File: config.mk
export PLATFORM = sky130hd
export DESIGN_NAME = tbd_touch_baseline
export DESIGN_NICKNAME = d
export VERILOG_FILES = /design/src/inc/tbd_pkg.sv /design/src/verilog/tbd_touch_baseline.sv
export SDC_FILE = /design/constraint.sdc
export NUM_CORES = 2
export LEC_CHECK = 0
export BUFFER_PORTS_ARGS = -buffer_cell sky130_fd_sc_hd__clkbuf_2
export CORE_UTILIZATION = 45
export DETAILED_ROUTE_END_ITERATION = 10
export PLACE_DENSITY = 0.58
export RECOVER_POWER = 100
export SLEW_MARGIN = 0
export SYNTH_ARGS = -nofsm -noshare
export SYNTH_HDL_FRONTEND = slang
export SYNTH_SLANG_ARGS = --single-unit
File: constraint.sdc
create_clock -name CLK -period 15 [get_ports CLK]
set_input_delay 0.75 -clock CLK [delete_from_list [all_inputs] [get_ports CLK]]
set_output_delay 0.75 -clock CLK [all_outputs]
set_load 0.1 [all_outputs]
File: src/inc/tbd_pkg.sv
/*
 * Constants shared by the touch baseline detector: register map, field
 * positions, reset values and sample zone enumeration.
 * Assumes a 32-bit APB register bus with word-aligned byte addresses.
 */
package tbd_pkg;

    // ------------------------------------------------------------------
    // register offsets (byte addresses)
    // ------------------------------------------------------------------
    localparam logic [11:0] OFF_CTRL = 12'h000;
    localparam logic [11:0] OFF_FINGER_TH = 12'h004;
    localparam logic [11:0] OFF_HYST = 12'h008;
    localparam logic [11:0] OFF_NOISE_TH = 12'h00c;
    localparam logic [11:0] OFF_NEG_NOISE_TH = 12'h010;
    localparam logic [11:0] OFF_LOW_RESET_CNT = 12'h014;
    localparam logic [11:0] OFF_DEBOUNCE = 12'h018;
    localparam logic [11:0] OFF_SENSOR_SEL = 12'h01c;
    localparam logic [11:0] OFF_TOUCH_STATUS = 12'h020;
    localparam logic [11:0] OFF_BASELINE_RD = 12'h024;
    localparam logic [11:0] OFF_SIGNAL_RD = 12'h028;
    localparam logic [11:0] OFF_LOW_RUN_RD = 12'h02c;

    // ------------------------------------------------------------------
    // control register fields
    // ------------------------------------------------------------------
    localparam int CTRL_AUTO_RESET_BIT = 0;
    localparam int CTRL_MULTI_FREQ_BIT = 1;
    localparam int CTRL_SHIFT_LSB = 4;
    localparam int CTRL_SHIFT_W = 4;
    localparam int SEL_FREQ_LSB = 8;

    // ------------------------------------------------------------------
    // reset values
    // ------------------------------------------------------------------
    localparam logic [31:0] RST_CTRL = 32'h0000_0020;
    localparam logic [15:0] RST_FINGER_TH = 16'h0064;
    localparam logic [15:0] RST_HYST = 16'h000a;
    localparam logic [15:0] RST_NOISE_TH = 16'h0028;
    localparam logic [15:0] RST_NEG_NOISE_TH = 16'h0028;
    localparam logic [7:0] RST_LOW_RESET_CNT = 8'h1e;
    localparam logic [7:0] RST_DEBOUNCE = 8'h03;

    // number of sense clock frequencies in multi-frequency mode
    localparam int NUM_FREQ = 3;

    typedef enum logic [1:0] {
        ZONE_INSIDE,
        ZONE_HIGH,
        ZONE_LOW
    } tbd_zone_e;

endpackage : tbd_pkg

File: src/verilog/tbd_touch_baseline.sv
/*
 * Touch baseline detector: per-sensor baseline tracking, low-baseline
 * reset, signal and debounced touch state, optional three-frequency median.
 * Assumes one raw-count result per cycle at most from the scan front end,
 * inputs synchronous to CLK, and an APB master for configuration.
 */
// The APB slave port and the register addresses are this design's own decisions.
// Summary of operation
// - inside the noise window, baseline follows raw count through low-pass filter
// - with auto-reset off, raw count above baseline plus noise threshold leaves baseline unchanged
// - raw count below lower window holds baseline and counts a low sample
// - enough consecutive low samples reload baseline with raw count
// - first raw count after reset seeds the baseline directly
// - signal is raw count minus current baseline, drives state decision
// - ON only after debounce consecutive scans at threshold plus hysteresis
// - OFF at threshold minus hysteresis; between limits state is kept
// - auto-reset updates baseline on every scan not in the low zone
// - multi-frequency mode gathers difference counts at three sense frequencies
// - multi-frequency mode feeds the median difference to state logic
`timescale 1ns/1ps

module tbd_touch_baseline #(
    parameter int NUM_SENSORS = 8,
    parameter int RAW_W = 16
) (
    input wire logic CLK,
    input wire logic RESETN,
    // scan front end
    input wire logic SCAN_VALID,
    input wire logic [$clog2(NUM_SENSORS)-1:0] SCAN_SENSOR,
    input wire logic [1:0] SCAN_FREQ,
    input wire logic [RAW_W-1:0] SCAN_RAW,
    // processed result
    output logic RESULT_VALID,
    output logic [$clog2(NUM_SENSORS)-1:0] RESULT_SENSOR,
    output logic signed [RAW_W:0] RESULT_SIGNAL,
    output logic [NUM_SENSORS-1:0] SENSOR_ON,
    // apb slave
    input wire logic PSEL,
    input wire logic PENABLE,
    input wire logic PWRITE,
    input wire logic [11:0] PADDR,
    input wire logic [31:0] PWDATA,
    output logic [31:0] PRDATA,
    output logic PREADY,
    output logic PSLVERR
);

    localparam int SW = $clog2(NUM_SENSORS);
    localparam int SLOTS = NUM_SENSORS * tbd_pkg::NUM_FREQ;
    localparam int IW = $clog2(SLOTS);
    localparam int EW = RAW_W + 2;

    // ------------------------------------------------------------------
    // helpers
    // ------------------------------------------------------------------
    function automatic logic [IW-1:0] slot_of(input logic [SW-1:0] s, input logic [1:0] f);
        slot_of = IW'(s * tbd_pkg::NUM_FREQ + f);
    endfunction : slot_of

    function automatic logic signed [EW-1:0] ext(input logic [RAW_W-1:0] v);
        ext = signed'({2'b00, v});
    endfunction : ext

    function automatic logic signed [EW-1:0] median3(
        input logic signed [EW-1:0] a,
        input logic signed [EW-1:0] b,
        input logic signed [EW-1:0] c
    );
        if ((a >= b && a <= c) || (a <= b && a >= c))
            median3 = a;
        else if ((b >= a && b <= c) || (b <= a && b >= c))
            median3 = b;
        else
            median3 = c;
    endfunction : median3

    // ------------------------------------------------------------------
    // configuration registers
    // ------------------------------------------------------------------
    logic [31:0] ctrl_reg;
    logic [RAW_W-1:0] finger_th_reg;
    logic [RAW_W-1:0] hyst_reg;
    logic [RAW_W-1:0] noise_th_reg;
    logic [RAW_W-1:0] neg_noise_th_reg;
    logic [7:0] low_reset_cnt_reg;
    logic [7:0] debounce_reg;
    logic [SW-1:0] sel_sensor_reg;
    logic [1:0] sel_freq_reg;
    logic [31:0] prdata_reg;

    // ------------------------------------------------------------------
    // per-sensor state
    // ------------------------------------------------------------------
    logic [RAW_W-1:0] baseline_mem [SLOTS];
    logic [SLOTS-1:0] seeded_reg;
    logic [7:0] low_run_mem [SLOTS];
    logic signed [EW-1:0] diff_mem [SLOTS];
    logic [7:0] deb_cnt_mem [NUM_SENSORS];
    logic [NUM_SENSORS-1:0] on_reg;
    logic result_valid_reg;
    logic [SW-1:0] result_sensor_reg;
    logic signed [RAW_W:0] result_signal_reg;

    // ------------------------------------------------------------------
    // scan sample classification
    // ------------------------------------------------------------------
    logic auto_reset;
    logic multi_freq;
    logic [tbd_pkg::CTRL_SHIFT_W-1:0] shift_amt;
    logic [IW-1:0] slot;
    logic scan_take;
    logic [RAW_W-1:0] bl;
    logic signed [EW-1:0] diff;
    logic signed [EW-1:0] filt_step;
    tbd_pkg::tbd_zone_e zone;
    logic [7:0] low_run_inc;
    logic low_reload;

    assign auto_reset = ctrl_reg[tbd_pkg::CTRL_AUTO_RESET_BIT];
    assign multi_freq = ctrl_reg[tbd_pkg::CTRL_MULTI_FREQ_BIT];
    assign shift_amt = ctrl_reg[tbd_pkg::CTRL_SHIFT_LSB +: tbd_pkg::CTRL_SHIFT_W];
    // single-frequency mode only accepts the first sense frequency
    assign scan_take = SCAN_VALID
        && (SCAN_FREQ == 2'd0 || (multi_freq && SCAN_FREQ < 2'd3));
    assign slot = slot_of(SCAN_SENSOR, SCAN_FREQ);
    assign bl = baseline_mem[slot];
    assign diff = ext(SCAN_RAW) - ext(bl);
    assign filt_step = diff >>> shift_amt;
    assign low_run_inc = low_run_mem[slot] + 8'd1;
    assign low_reload = low_run_inc >= low_reset_cnt_reg;

    always_comb
    begin
        if (ext(SCAN_RAW) + ext(neg_noise_th_reg) < ext(bl))
            zone = tbd_pkg::ZONE_LOW;
        else if (ext(SCAN_RAW) > ext(bl) + ext(noise_th_reg) && !auto_reset)
            zone = tbd_pkg::ZONE_HIGH;
        else
            zone = tbd_pkg::ZONE_INSIDE;
    end

    // ------------------------------------------------------------------
    // baseline and low-sample run
    // ------------------------------------------------------------------
    always_ff @(posedge CLK or negedge RESETN)
    begin
        if (!RESETN)
            seeded_reg <= '0;
        else if (scan_take)
            seeded_reg[slot] <= 1'b1;
    end

    always_ff @(posedge CLK)
    begin
        if (scan_take)
        begin
            if (!seeded_reg[slot])
            begin
                baseline_mem[slot] <= SCAN_RAW;
                low_run_mem[slot] <= 8'd0;
            end
            else
            begin
                case (zone)
                    tbd_pkg::ZONE_INSIDE:
                    begin
                        baseline_mem[slot] <= RAW_W'(ext(bl) + filt_step);
                        low_run_mem[slot] <= 8'd0;
                    end
                    tbd_pkg::ZONE_HIGH: low_run_mem[slot] <= 8'd0;
                    tbd_pkg::ZONE_LOW:
                    begin
                        if (low_reload)
                        begin
                            baseline_mem[slot] <= SCAN_RAW;
                            low_run_mem[slot] <= 8'd0;
                        end
                        else
                            low_run_mem[slot] <= low_run_inc;
                    end
                    default: low_run_mem[slot] <= 8'd0;
                endcase
            end
        end
    end

    // ------------------------------------------------------------------
    // signal selection: direct or median of three frequencies
    // ------------------------------------------------------------------
    logic signed [EW-1:0] cur_diff;
    logic signed [EW-1:0] eval_signal;
    logic eval_now;

    // an unseeded slot has signal zero on its seeding scan
    assign cur_diff = seeded_reg[slot] ? diff : '0;
    // the median waits for the last frequency so all three are current
    assign eval_now = scan_take && (!multi_freq || SCAN_FREQ == 2'd2);

    always_comb
    begin
        if (multi_freq)
            eval_signal = median3(diff_mem[slot_of(SCAN_SENSOR, 2'd0)],
                diff_mem[slot_of(SCAN_SENSOR, 2'd1)], cur_diff);
        else
            eval_signal = cur_diff;
    end

    always_ff @(posedge CLK)
    begin
        if (scan_take)
            diff_mem[slot] <= cur_diff;
    end

    // ------------------------------------------------------------------
    // touch state with hysteresis and debounce
    // ------------------------------------------------------------------
    logic above_on;
    logic below_off;
    logic [7:0] deb_inc;

    assign above_on = eval_signal >= ext(finger_th_reg) + ext(hyst_reg);
    // hysteresis below threshold relies on software ordering them
    assign below_off = eval_signal <= ext(finger_th_reg) - ext(hyst_reg);
    assign deb_inc = deb_cnt_mem[SCAN_SENSOR] + 8'd1;

    always_ff @(posedge CLK or negedge RESETN)
    begin
        if (!RESETN)
        begin
            on_reg <= '0;
            for (int i = 0; i < NUM_SENSORS; i++)
                deb_cnt_mem[i] <= 8'd0;
        end
        else if (eval_now)
        begin
            if (above_on)
            begin
                if (deb_inc >= debounce_reg)
                    on_reg[SCAN_SENSOR] <= 1'b1;
                if (deb_cnt_mem[SCAN_SENSOR] != 8'hff)
                    deb_cnt_mem[SCAN_SENSOR] <= deb_inc;
            end
            else if (below_off)
            begin
                on_reg[SCAN_SENSOR] <= 1'b0;
                deb_cnt_mem[SCAN_SENSOR] <= 8'd0;
            end
            else
                // between limits: state kept, run of ON scans broken
                deb_cnt_mem[SCAN_SENSOR] <= 8'd0;
        end
    end

    always_ff @(posedge CLK or negedge RESETN)
    begin
        if (!RESETN)
        begin
            result_valid_reg <= 1'b0;
            result_sensor_reg <= '0;
            result_signal_reg <= '0;
        end
        else
        begin
            result_valid_reg <= eval_now;
            if (eval_now)
            begin
                result_sensor_reg <= SCAN_SENSOR;
                result_signal_reg <= (RAW_W + 1)'(eval_signal);
            end
        end
    end

    assign RESULT_VALID = result_valid_reg;
    assign RESULT_SENSOR = result_sensor_reg;
    assign RESULT_SIGNAL = result_signal_reg;
    assign SENSOR_ON = on_reg;

    // ------------------------------------------------------------------
    // apb slave: zero wait states, read data captured in setup phase
    // ------------------------------------------------------------------
    logic apb_wr;
    logic apb_setup;
    logic mapped;
    logic [IW-1:0] rd_slot;
    logic [31:0] rd_value;

    assign apb_wr = PSEL && PENABLE && PWRITE;
    assign apb_setup = PSEL && !PENABLE;
    assign rd_slot = slot_of(sel_sensor_reg, sel_freq_reg);

    always_comb
    begin
        mapped = 1'b1;
        rd_value = 32'h0000_0000;
        case (PADDR)
            tbd_pkg::OFF_CTRL: rd_value = ctrl_reg;
            tbd_pkg::OFF_FINGER_TH: rd_value = 32'(finger_th_reg);
            tbd_pkg::OFF_HYST: rd_value = 32'(hyst_reg);
            tbd_pkg::OFF_NOISE_TH: rd_value = 32'(noise_th_reg);
            tbd_pkg::OFF_NEG_NOISE_TH: rd_value = 32'(neg_noise_th_reg);
            tbd_pkg::OFF_LOW_RESET_CNT: rd_value = 32'(low_reset_cnt_reg);
            tbd_pkg::OFF_DEBOUNCE: rd_value = 32'(debounce_reg);
            tbd_pkg::OFF_SENSOR_SEL:
                rd_value = 32'(sel_sensor_reg) | (32'(sel_freq_reg) << tbd_pkg::SEL_FREQ_LSB);
            tbd_pkg::OFF_TOUCH_STATUS: rd_value = 32'(on_reg);
            tbd_pkg::OFF_BASELINE_RD: rd_value = 32'(baseline_mem[rd_slot]);
            tbd_pkg::OFF_SIGNAL_RD: rd_value = 32'(signed'(diff_mem[rd_slot]));
            tbd_pkg::OFF_LOW_RUN_RD: rd_value = 32'(low_run_mem[rd_slot]);
            default: mapped = 1'b0;
        endcase
    end

    always_ff @(posedge CLK or negedge RESETN)
    begin
        if (!RESETN)
            prdata_reg <= 32'h0000_0000;
        else if (apb_setup && !PWRITE)
            prdata_reg <= rd_value;
    end

    always_ff @(posedge CLK or negedge RESETN)
    begin
        if (!RESETN)
        begin
            ctrl_reg <= tbd_pkg::RST_CTRL;
            finger_th_reg <= RAW_W'(tbd_pkg::RST_FINGER_TH);
            hyst_reg <= RAW_W'(tbd_pkg::RST_HYST);
            noise_th_reg <= RAW_W'(tbd_pkg::RST_NOISE_TH);
            neg_noise_th_reg <= RAW_W'(tbd_pkg::RST_NEG_NOISE_TH);
            low_reset_cnt_reg <= tbd_pkg::RST_LOW_RESET_CNT;
            debounce_reg <= tbd_pkg::RST_DEBOUNCE;
            sel_sensor_reg <= '0;
            sel_freq_reg <= 2'd0;
        end
        else if (apb_wr)
        begin
            case (PADDR)
                tbd_pkg::OFF_CTRL: ctrl_reg <= PWDATA & 32'h0000_00f3;
                tbd_pkg::OFF_FINGER_TH: finger_th_reg <= PWDATA[RAW_W-1:0];
                tbd_pkg::OFF_HYST: hyst_reg <= PWDATA[RAW_W-1:0];
                tbd_pkg::OFF_NOISE_TH: noise_th_reg <= PWDATA[RAW_W-1:0];
                tbd_pkg::OFF_NEG_NOISE_TH: neg_noise_th_reg <= PWDATA[RAW_W-1:0];
                tbd_pkg::OFF_LOW_RESET_CNT: low_reset_cnt_reg <= PWDATA[7:0];
                tbd_pkg::OFF_DEBOUNCE: debounce_reg <= PWDATA[7:0];
                tbd_pkg::OFF_SENSOR_SEL:
                begin
                    sel_sensor_reg <= PWDATA[SW-1:0];
                    sel_freq_reg <= PWDATA[tbd_pkg::SEL_FREQ_LSB +: 2];
                end
                default: ;
            endcase
        end
    end

    assign PRDATA = prdata_reg;
    assign PREADY = 1'b1;
    assign PSLVERR = PSEL && PENABLE && !mapped;

endmodule : tbd_touch_baseline

== After elaboration in Yosys (flattened, before gate mapping) ==
Memories as Yosys holds them, arrays and structs flattened.
Cells that the tools add are included.
Word-level totals
  register bits: 240
  bits in writable memories: 1008
  input bits: 71
  output and inout bits: 63
  memories: 3
Operators by class
  $add $sub $neg: 11
  multiply operators: 2
  order comparisons: 21
  equality and inequality tests: 17
  shift operators: 1
  muxes and demuxes: 59
  bitwise gates (word level): 15
  reductions and logical operators: 41
Memories
  diff_mem: depth 24, width 18, read ports 3, clocked after Yosys merged registers in 0, write ports 1, line tbd_touch_baseline.sv:98  | logic signed [EW-1:0] diff_mem [SLOTS];
  baseline_mem: depth 24, width 16, read ports 2, clocked after Yosys merged registers in 0, write ports 1, line tbd_touch_baseline.sv:95  | logic [RAW_W-1:0] baseline_mem [SLOTS];
  low_run_mem: depth 24, width 8, read ports 2, clocked after Yosys merged registers in 0, write ports 1, line tbd_touch_baseline.sv:97  | logic [7:0] low_run_mem [SLOTS];
Operators by type and width (count)
  $pmux 32 s12: 1
  $mux 64: 2
  $ge 18x18->1: 5
  $mux 8: 11
  $le 18x18->1: 4
  $mux 18: 4
  $and 64x64->64: 1
  $bwmux 64: 1
  $not 64->64: 1
  $add 16x16->17: 3
  $eq 12x5->1 const B: 4
  $eq 12x6->1 const B: 4
  $sub 16x16->17: 2
  $mux 1: 32
  $mux 16: 2
  $bmux 8 s3: 1
  $demux 8 s3: 1
  $eq 12x4->1 const B: 2
  $or 24x24->24: 1
  $le 18x17->1: 1
  $reduce_and 2->1: 9
  $gt 16x17->1: 1
  $lt 17x16->1: 1
  $sshr 17x4->16: 1
  37 further kinds: 72

== Longest topological paths before layout ==
An unclocked memory read counts as a cell.
  word-level depth: 18
  depth in mapped cells: 54

== Least setup slack after synthesis ==
No wires, ideal clock.
  path kind: input port to flip-flop
  start point: input SCAN_SENSOR[1]
  end point: register deb_cnt_mem[14] (netlist bit)
  library setup time: 0.068 ns
  arrival time: 11.847 ns
  required time: 14.932 ns
  setup slack: 3.085 ns
  cell stages on the path: 53
  buffers on the path: 12
  path through: clkbuf_1 clkbuf_1 inv_1 ha_1 fa_1 buf_2 buf_2 buf_1 buf_1 buf_2 clkbuf_1 clkbuf_1 mux4_2 nand2_1 nand3_1 a21oi_1 a21oi_1 inv_1 [17 not listed] o211ai_1 a21bo_2 buf_1 clkbuf_1 o22ai_1 a22o_1 ha_1 nand4_1 nor2_1 a21oi_1 o211ai_1 a21oi_1 o211ai_1 o211ai_1 a211oi_1 a22oi_4 nor3_1 a22o_1
Between the ends
  word-level cells in the longest chain between the ends: 14
Ends and longest elaborated chain
  from (decl): line tbd_touch_baseline.sv:30  | input wire logic [$clog2(NUM_SENSORS)-1:0] SCAN_SENSOR,
  $mul 3x2->5 *: line tbd_touch_baseline.sv:58  | slot_of = IW'(s * tbd_pkg::NUM_FREQ + f);
  $add 5x2->5 *: line tbd_touch_baseline.sv:58
  $mem_v2 24x16 / $bmux 1 s5 (equally long branches)
  $sub 16x16->17 / $mux 1 (equally long branches): line tbd_touch_baseline.sv:128, tbd_touch_baseline.sv:196
  $mux 18 *: line tbd_touch_baseline.sv:196  | assign cur_diff = seeded_reg[slot] ? diff : '0;
  via cur_diff[11]: line tbd_touch_baseline.sv:191  | logic signed [EW-1:0] cur_diff;
  $le 18x18->1 / $ge 18x18->1 (equally long branches): line tbd_touch_baseline.sv:72  | else if ((b >= a && b <= c) || (b <= a && b >= c))
  $logic_and 1x1->1: line tbd_touch_baseline.sv:72
  $logic_or 1x1->1: line tbd_touch_baseline.sv:72
  $mux 18: line tbd_touch_baseline.sv:72
  $mux 18 *: line tbd_touch_baseline.sv:70  | if ((a >= b && a <= c) || (a <= b && a >= c))
  $mux 18 *: line tbd_touch_baseline.sv:202  | if (multi_freq)
  via eval_signal[4]: line tbd_touch_baseline.sv:192  | logic signed [EW-1:0] eval_signal;
  $ge 18x18->1 *: line tbd_touch_baseline.sv:222  | assign above_on = eval_signal >= ext(finger_th_reg) + ext(hyst_reg);
  $ne 2x1->1 (no source line)
  $reduce_and 2->1 (no source line)
  to (signal, indexed assignment): line tbd_touch_baseline.sv:242  | deb_cnt_mem[SCAN_SENSOR] <= deb_inc;
  to (decl): line tbd_touch_baseline.sv:99  | logic [7:0] deb_cnt_mem [NUM_SENSORS];
The timed path passes the listed nets; every way through them passes the cells marked *. The select of a mux whose other input is x is not followed.
A chain may end at the register's enable or synchronous reset.

== Worst setup path after layout ==
  start point: input SCAN_SENSOR[1]
  end point: register deb_cnt_mem[7] (netlist bit)
The elaborated chain is that of the path after synthesis.

==> reports/qor.txt <==
final max-slew violation count = 848
wire per inst = 31.4 um
drt pass-1 iters = 6
clk buf depth = 3
Core Rows = 142
vias in the first global route = 43,427
Ports = 134
unrepaired setup endpoints after global routing = false
violated checks = capacitance limit, slew limit
synth warn = 0
layout cells sized above 1 = 24.2%
antenna violations before repair = 8
Post-Synthesis Cells = 4,581
Seq/Total Area, Yosys = 51.8%
Yosys cell types = 94
CTS H-tree lvls = 4
setup repair bufs after CTS = 0
CP endpoint kind = register
Inserted Diodes = 0
area grow syn2layout = 10.2%
Final period util = 91.4%
post-synth top area cell = edfxtp_1
slowest library cell on the worst path = fa_4
Biggest register = diff_mem
number of flip-flops under the largest register name = 408
synthesized area per cell = 14.8 um2
Max Clk Rate = 0.0729 GHz
final hold violations = 0
Max IR drop VDD = 0.130 mV
Startpoint Class = input port
worst hold path class = input port to register
DR DRC count = 0
status = finished, violations left
GR Overflow Total = 0
crit-path max FO = 34
Post-Route WL = 213,000 um
Resized cells post-CTS = 0
largest net degree at the start of global routing = 123
root buf cell = clkbuf_16
Initial Util = 45.3%
commonest non-fill, non-tap cell in the layout = edfxtp_1
CP Data Required Time = 15.74 ns
top cell type's share of synthesized area = 43.5%
max cap viols = 36
Post-Synthesis Cell Area = 68,000 um2
Clock Sinks = 1,209
Worst path max stage delay = 1.35 ns
Clock Skew = 0.0346 ns
CTS tree = done
top cells by area, synth = edfxtp_1 43%, mux4_2 22%, dfrtp_1 7.7%, ha_1 4.4%, mux2i_1 2.1%
1st-iter DRT viols = 4,887
Clk Latency, worst-skew pair = 0.80 ns
RePlAce Congestion = 0.948
#FFs+latches synth = 1,209
die width = 391 um
async set or reset register ratio after synthesis = 18.6%
Finished Cell Area = 74,900 um2
die height = 391 um
HPWL Detailed = 144,000 um
Slew Limit Headroom = -301%
Num CTS Buffers = 138
Cell Area, Placed = 71,200 um2
R2R depth = 37
Core ar. = 150,000 um2
Tightest Pin Transition = 6.01 ns
syn_nets = 4,901
register clock-pin slew on the reported worst setup and hold paths = 0.06 ns
Die Area = 153,000 um2
Buffers on Ports = 116
post-layout net count = 4,985
CTS Hold Bufs = 0
clock period minus worst slack = 13.71 ns
Leak Pwr = 27.5 nW
Antenna Nets Post-Route = 0
Global Route Usage Sum = 28.0%
commonest non-fill, non-tap cells in the layout = 984 x edfxtp_1, 668 x mux4_2, 307 x nand2_1
worst hold path depth = 3
final setup violation count = 0
Largest regs = diff_mem (408), baseline_mem (384), low_run_mem (192)
total number of vias = 44,154
PD cells = 131 nW/um2
crit path DAT = 14.45 ns
global-route wire length before repair = 308,000 um
total negative slack = 0 ns
vias per inst = 6.51
Post-synth EDFFs = 984
Top FF cell, synth = edfxtp_1
Fill cells = 12,786
most frequent CP cell = nor2_1
Setup CP Type = input port to register
## routing by layer
metal  wire (um)  GRT usage (%)
met1       86100           38.5
met3       18900           5.87
met4        7270           9.56
met2      101000           44.3
met5          24              0
## power breakdown
part / switching [mW] / internal, mW / leakage (nW)
Combinational: 1.81 / 0.949 / 13.4
Clock: 1.40 / 1.83 / 2.09
Sequential: 0.0336 / 3.82 / 12.0
## synth_stat cells, types with 11 or more instances
cell type / count
edfxtp_1: 984
mux4_2: 668
nand2_1: 307
ha_1: 239
nor2_1: 224
dfrtp_1: 209
clkbuf_1: 168
inv_1: 166
a21oi_1: 152
mux2i_1: 142
o21ai_0: 127
mux2_2: 89
nand3_1: 82
nor3_1: 78
a22o_1: 73
a21o_1: 70
xnor2_1: 69
buf_2: 61
buf_1: 53
a31oi_1: 43
a22oi_1: 41
o22ai_1: 40
nand4_1: 34
or2_2: 34
xor2_1: 34
nor2b_1: 30
buf_4: 24
and2_1: 23
o211ai_1: 23
nand2b_1: 22
and3_1: 21
a211oi_1: 19
dfstp_2: 16
a2111oi_0: 15
o21bai_1: 13
a221oi_1: 12
or3_1: 12
o21a_1: 11
## through the flow
step | instances | util [%] | total power, mW | setup slack [ns] | hold slack, ns
after floorplan | 4581 | - | 5.80 | 3.08 | 0.434
after global placement | 6540 | 47.5 | 6.65 | 1.60 | 0.445
after detailed placement | 6540 | 47.5 | 6.67 | 1.46 | 0.448
after CTS | 6781 | 50.3 | 9.90 | 2.24 | 0.00545
after global routing | 6782 | 50.0 | 10.2 | 0.600 | 0.275
final | 6782 | 50.0 | 9.85 | 1.29 | 0.280
## layout make-up
cell class | count | area (um2) | area share, %
well taps | 2016 | 2520 | 3.37
multi-input cells | 2894 | 31000 | 41.4
clock inverters | 62 | 508 | 0.678
repair buffers | 252 | 1310 | 1.75
inverters | 170 | 638 | 0.852
clock buffers | 179 | 3760 | 5.02
flip-flops and latches | 1209 | 35200 | 47.0
## cells by family (layout without fill, tap and decap cells)
family	count (synthesis)	count (layout)	synth area share, %
flip-flops	1209	1209	51.8
multiplexers	900	900	25.7
AND/OR/NAND/NOR	894	894	6.04
AO/OA/AOI/OAI	741	741	7.42
buffers and inverters	478	663	2.91
adder cells (fa/ha/maj)	252	252	4.74
XOR/XNOR	106	106	1.42
other	1	1	0.00551
## final timing paths
check                                   start                    to  slack (ns)
setup / recovery               SCAN_SENSOR[1]        deb_cnt_mem[7]        1.29
hold / removal                     PWDATA[13]          hyst_reg[13]        0.28
setup reg to reg           baseline_mem[5][8]        deb_cnt_mem[7]        4.16
hold reg to reg                 seeded_reg[6]         seeded_reg[6]        0.46
max in group asynchronous              RESETN         seeded_reg[8]        7.60
min in group asynchronous              RESETN  low_reset_cnt_reg[6]        2.18
## worst max-delay path, delay by kind of cell
kind | cells | cell delay [ns]
buffers and inverters | 7 | 3.12
and+or+nand+nor | 11 | 2.49
xor gates and xnor gates | 2 | 0.58
AOI/OAI and AO/OA | 19 | 5.12
adders and majority gates | 4 | 2.32
No activity file was read; power rests on OpenSTA's default activity.
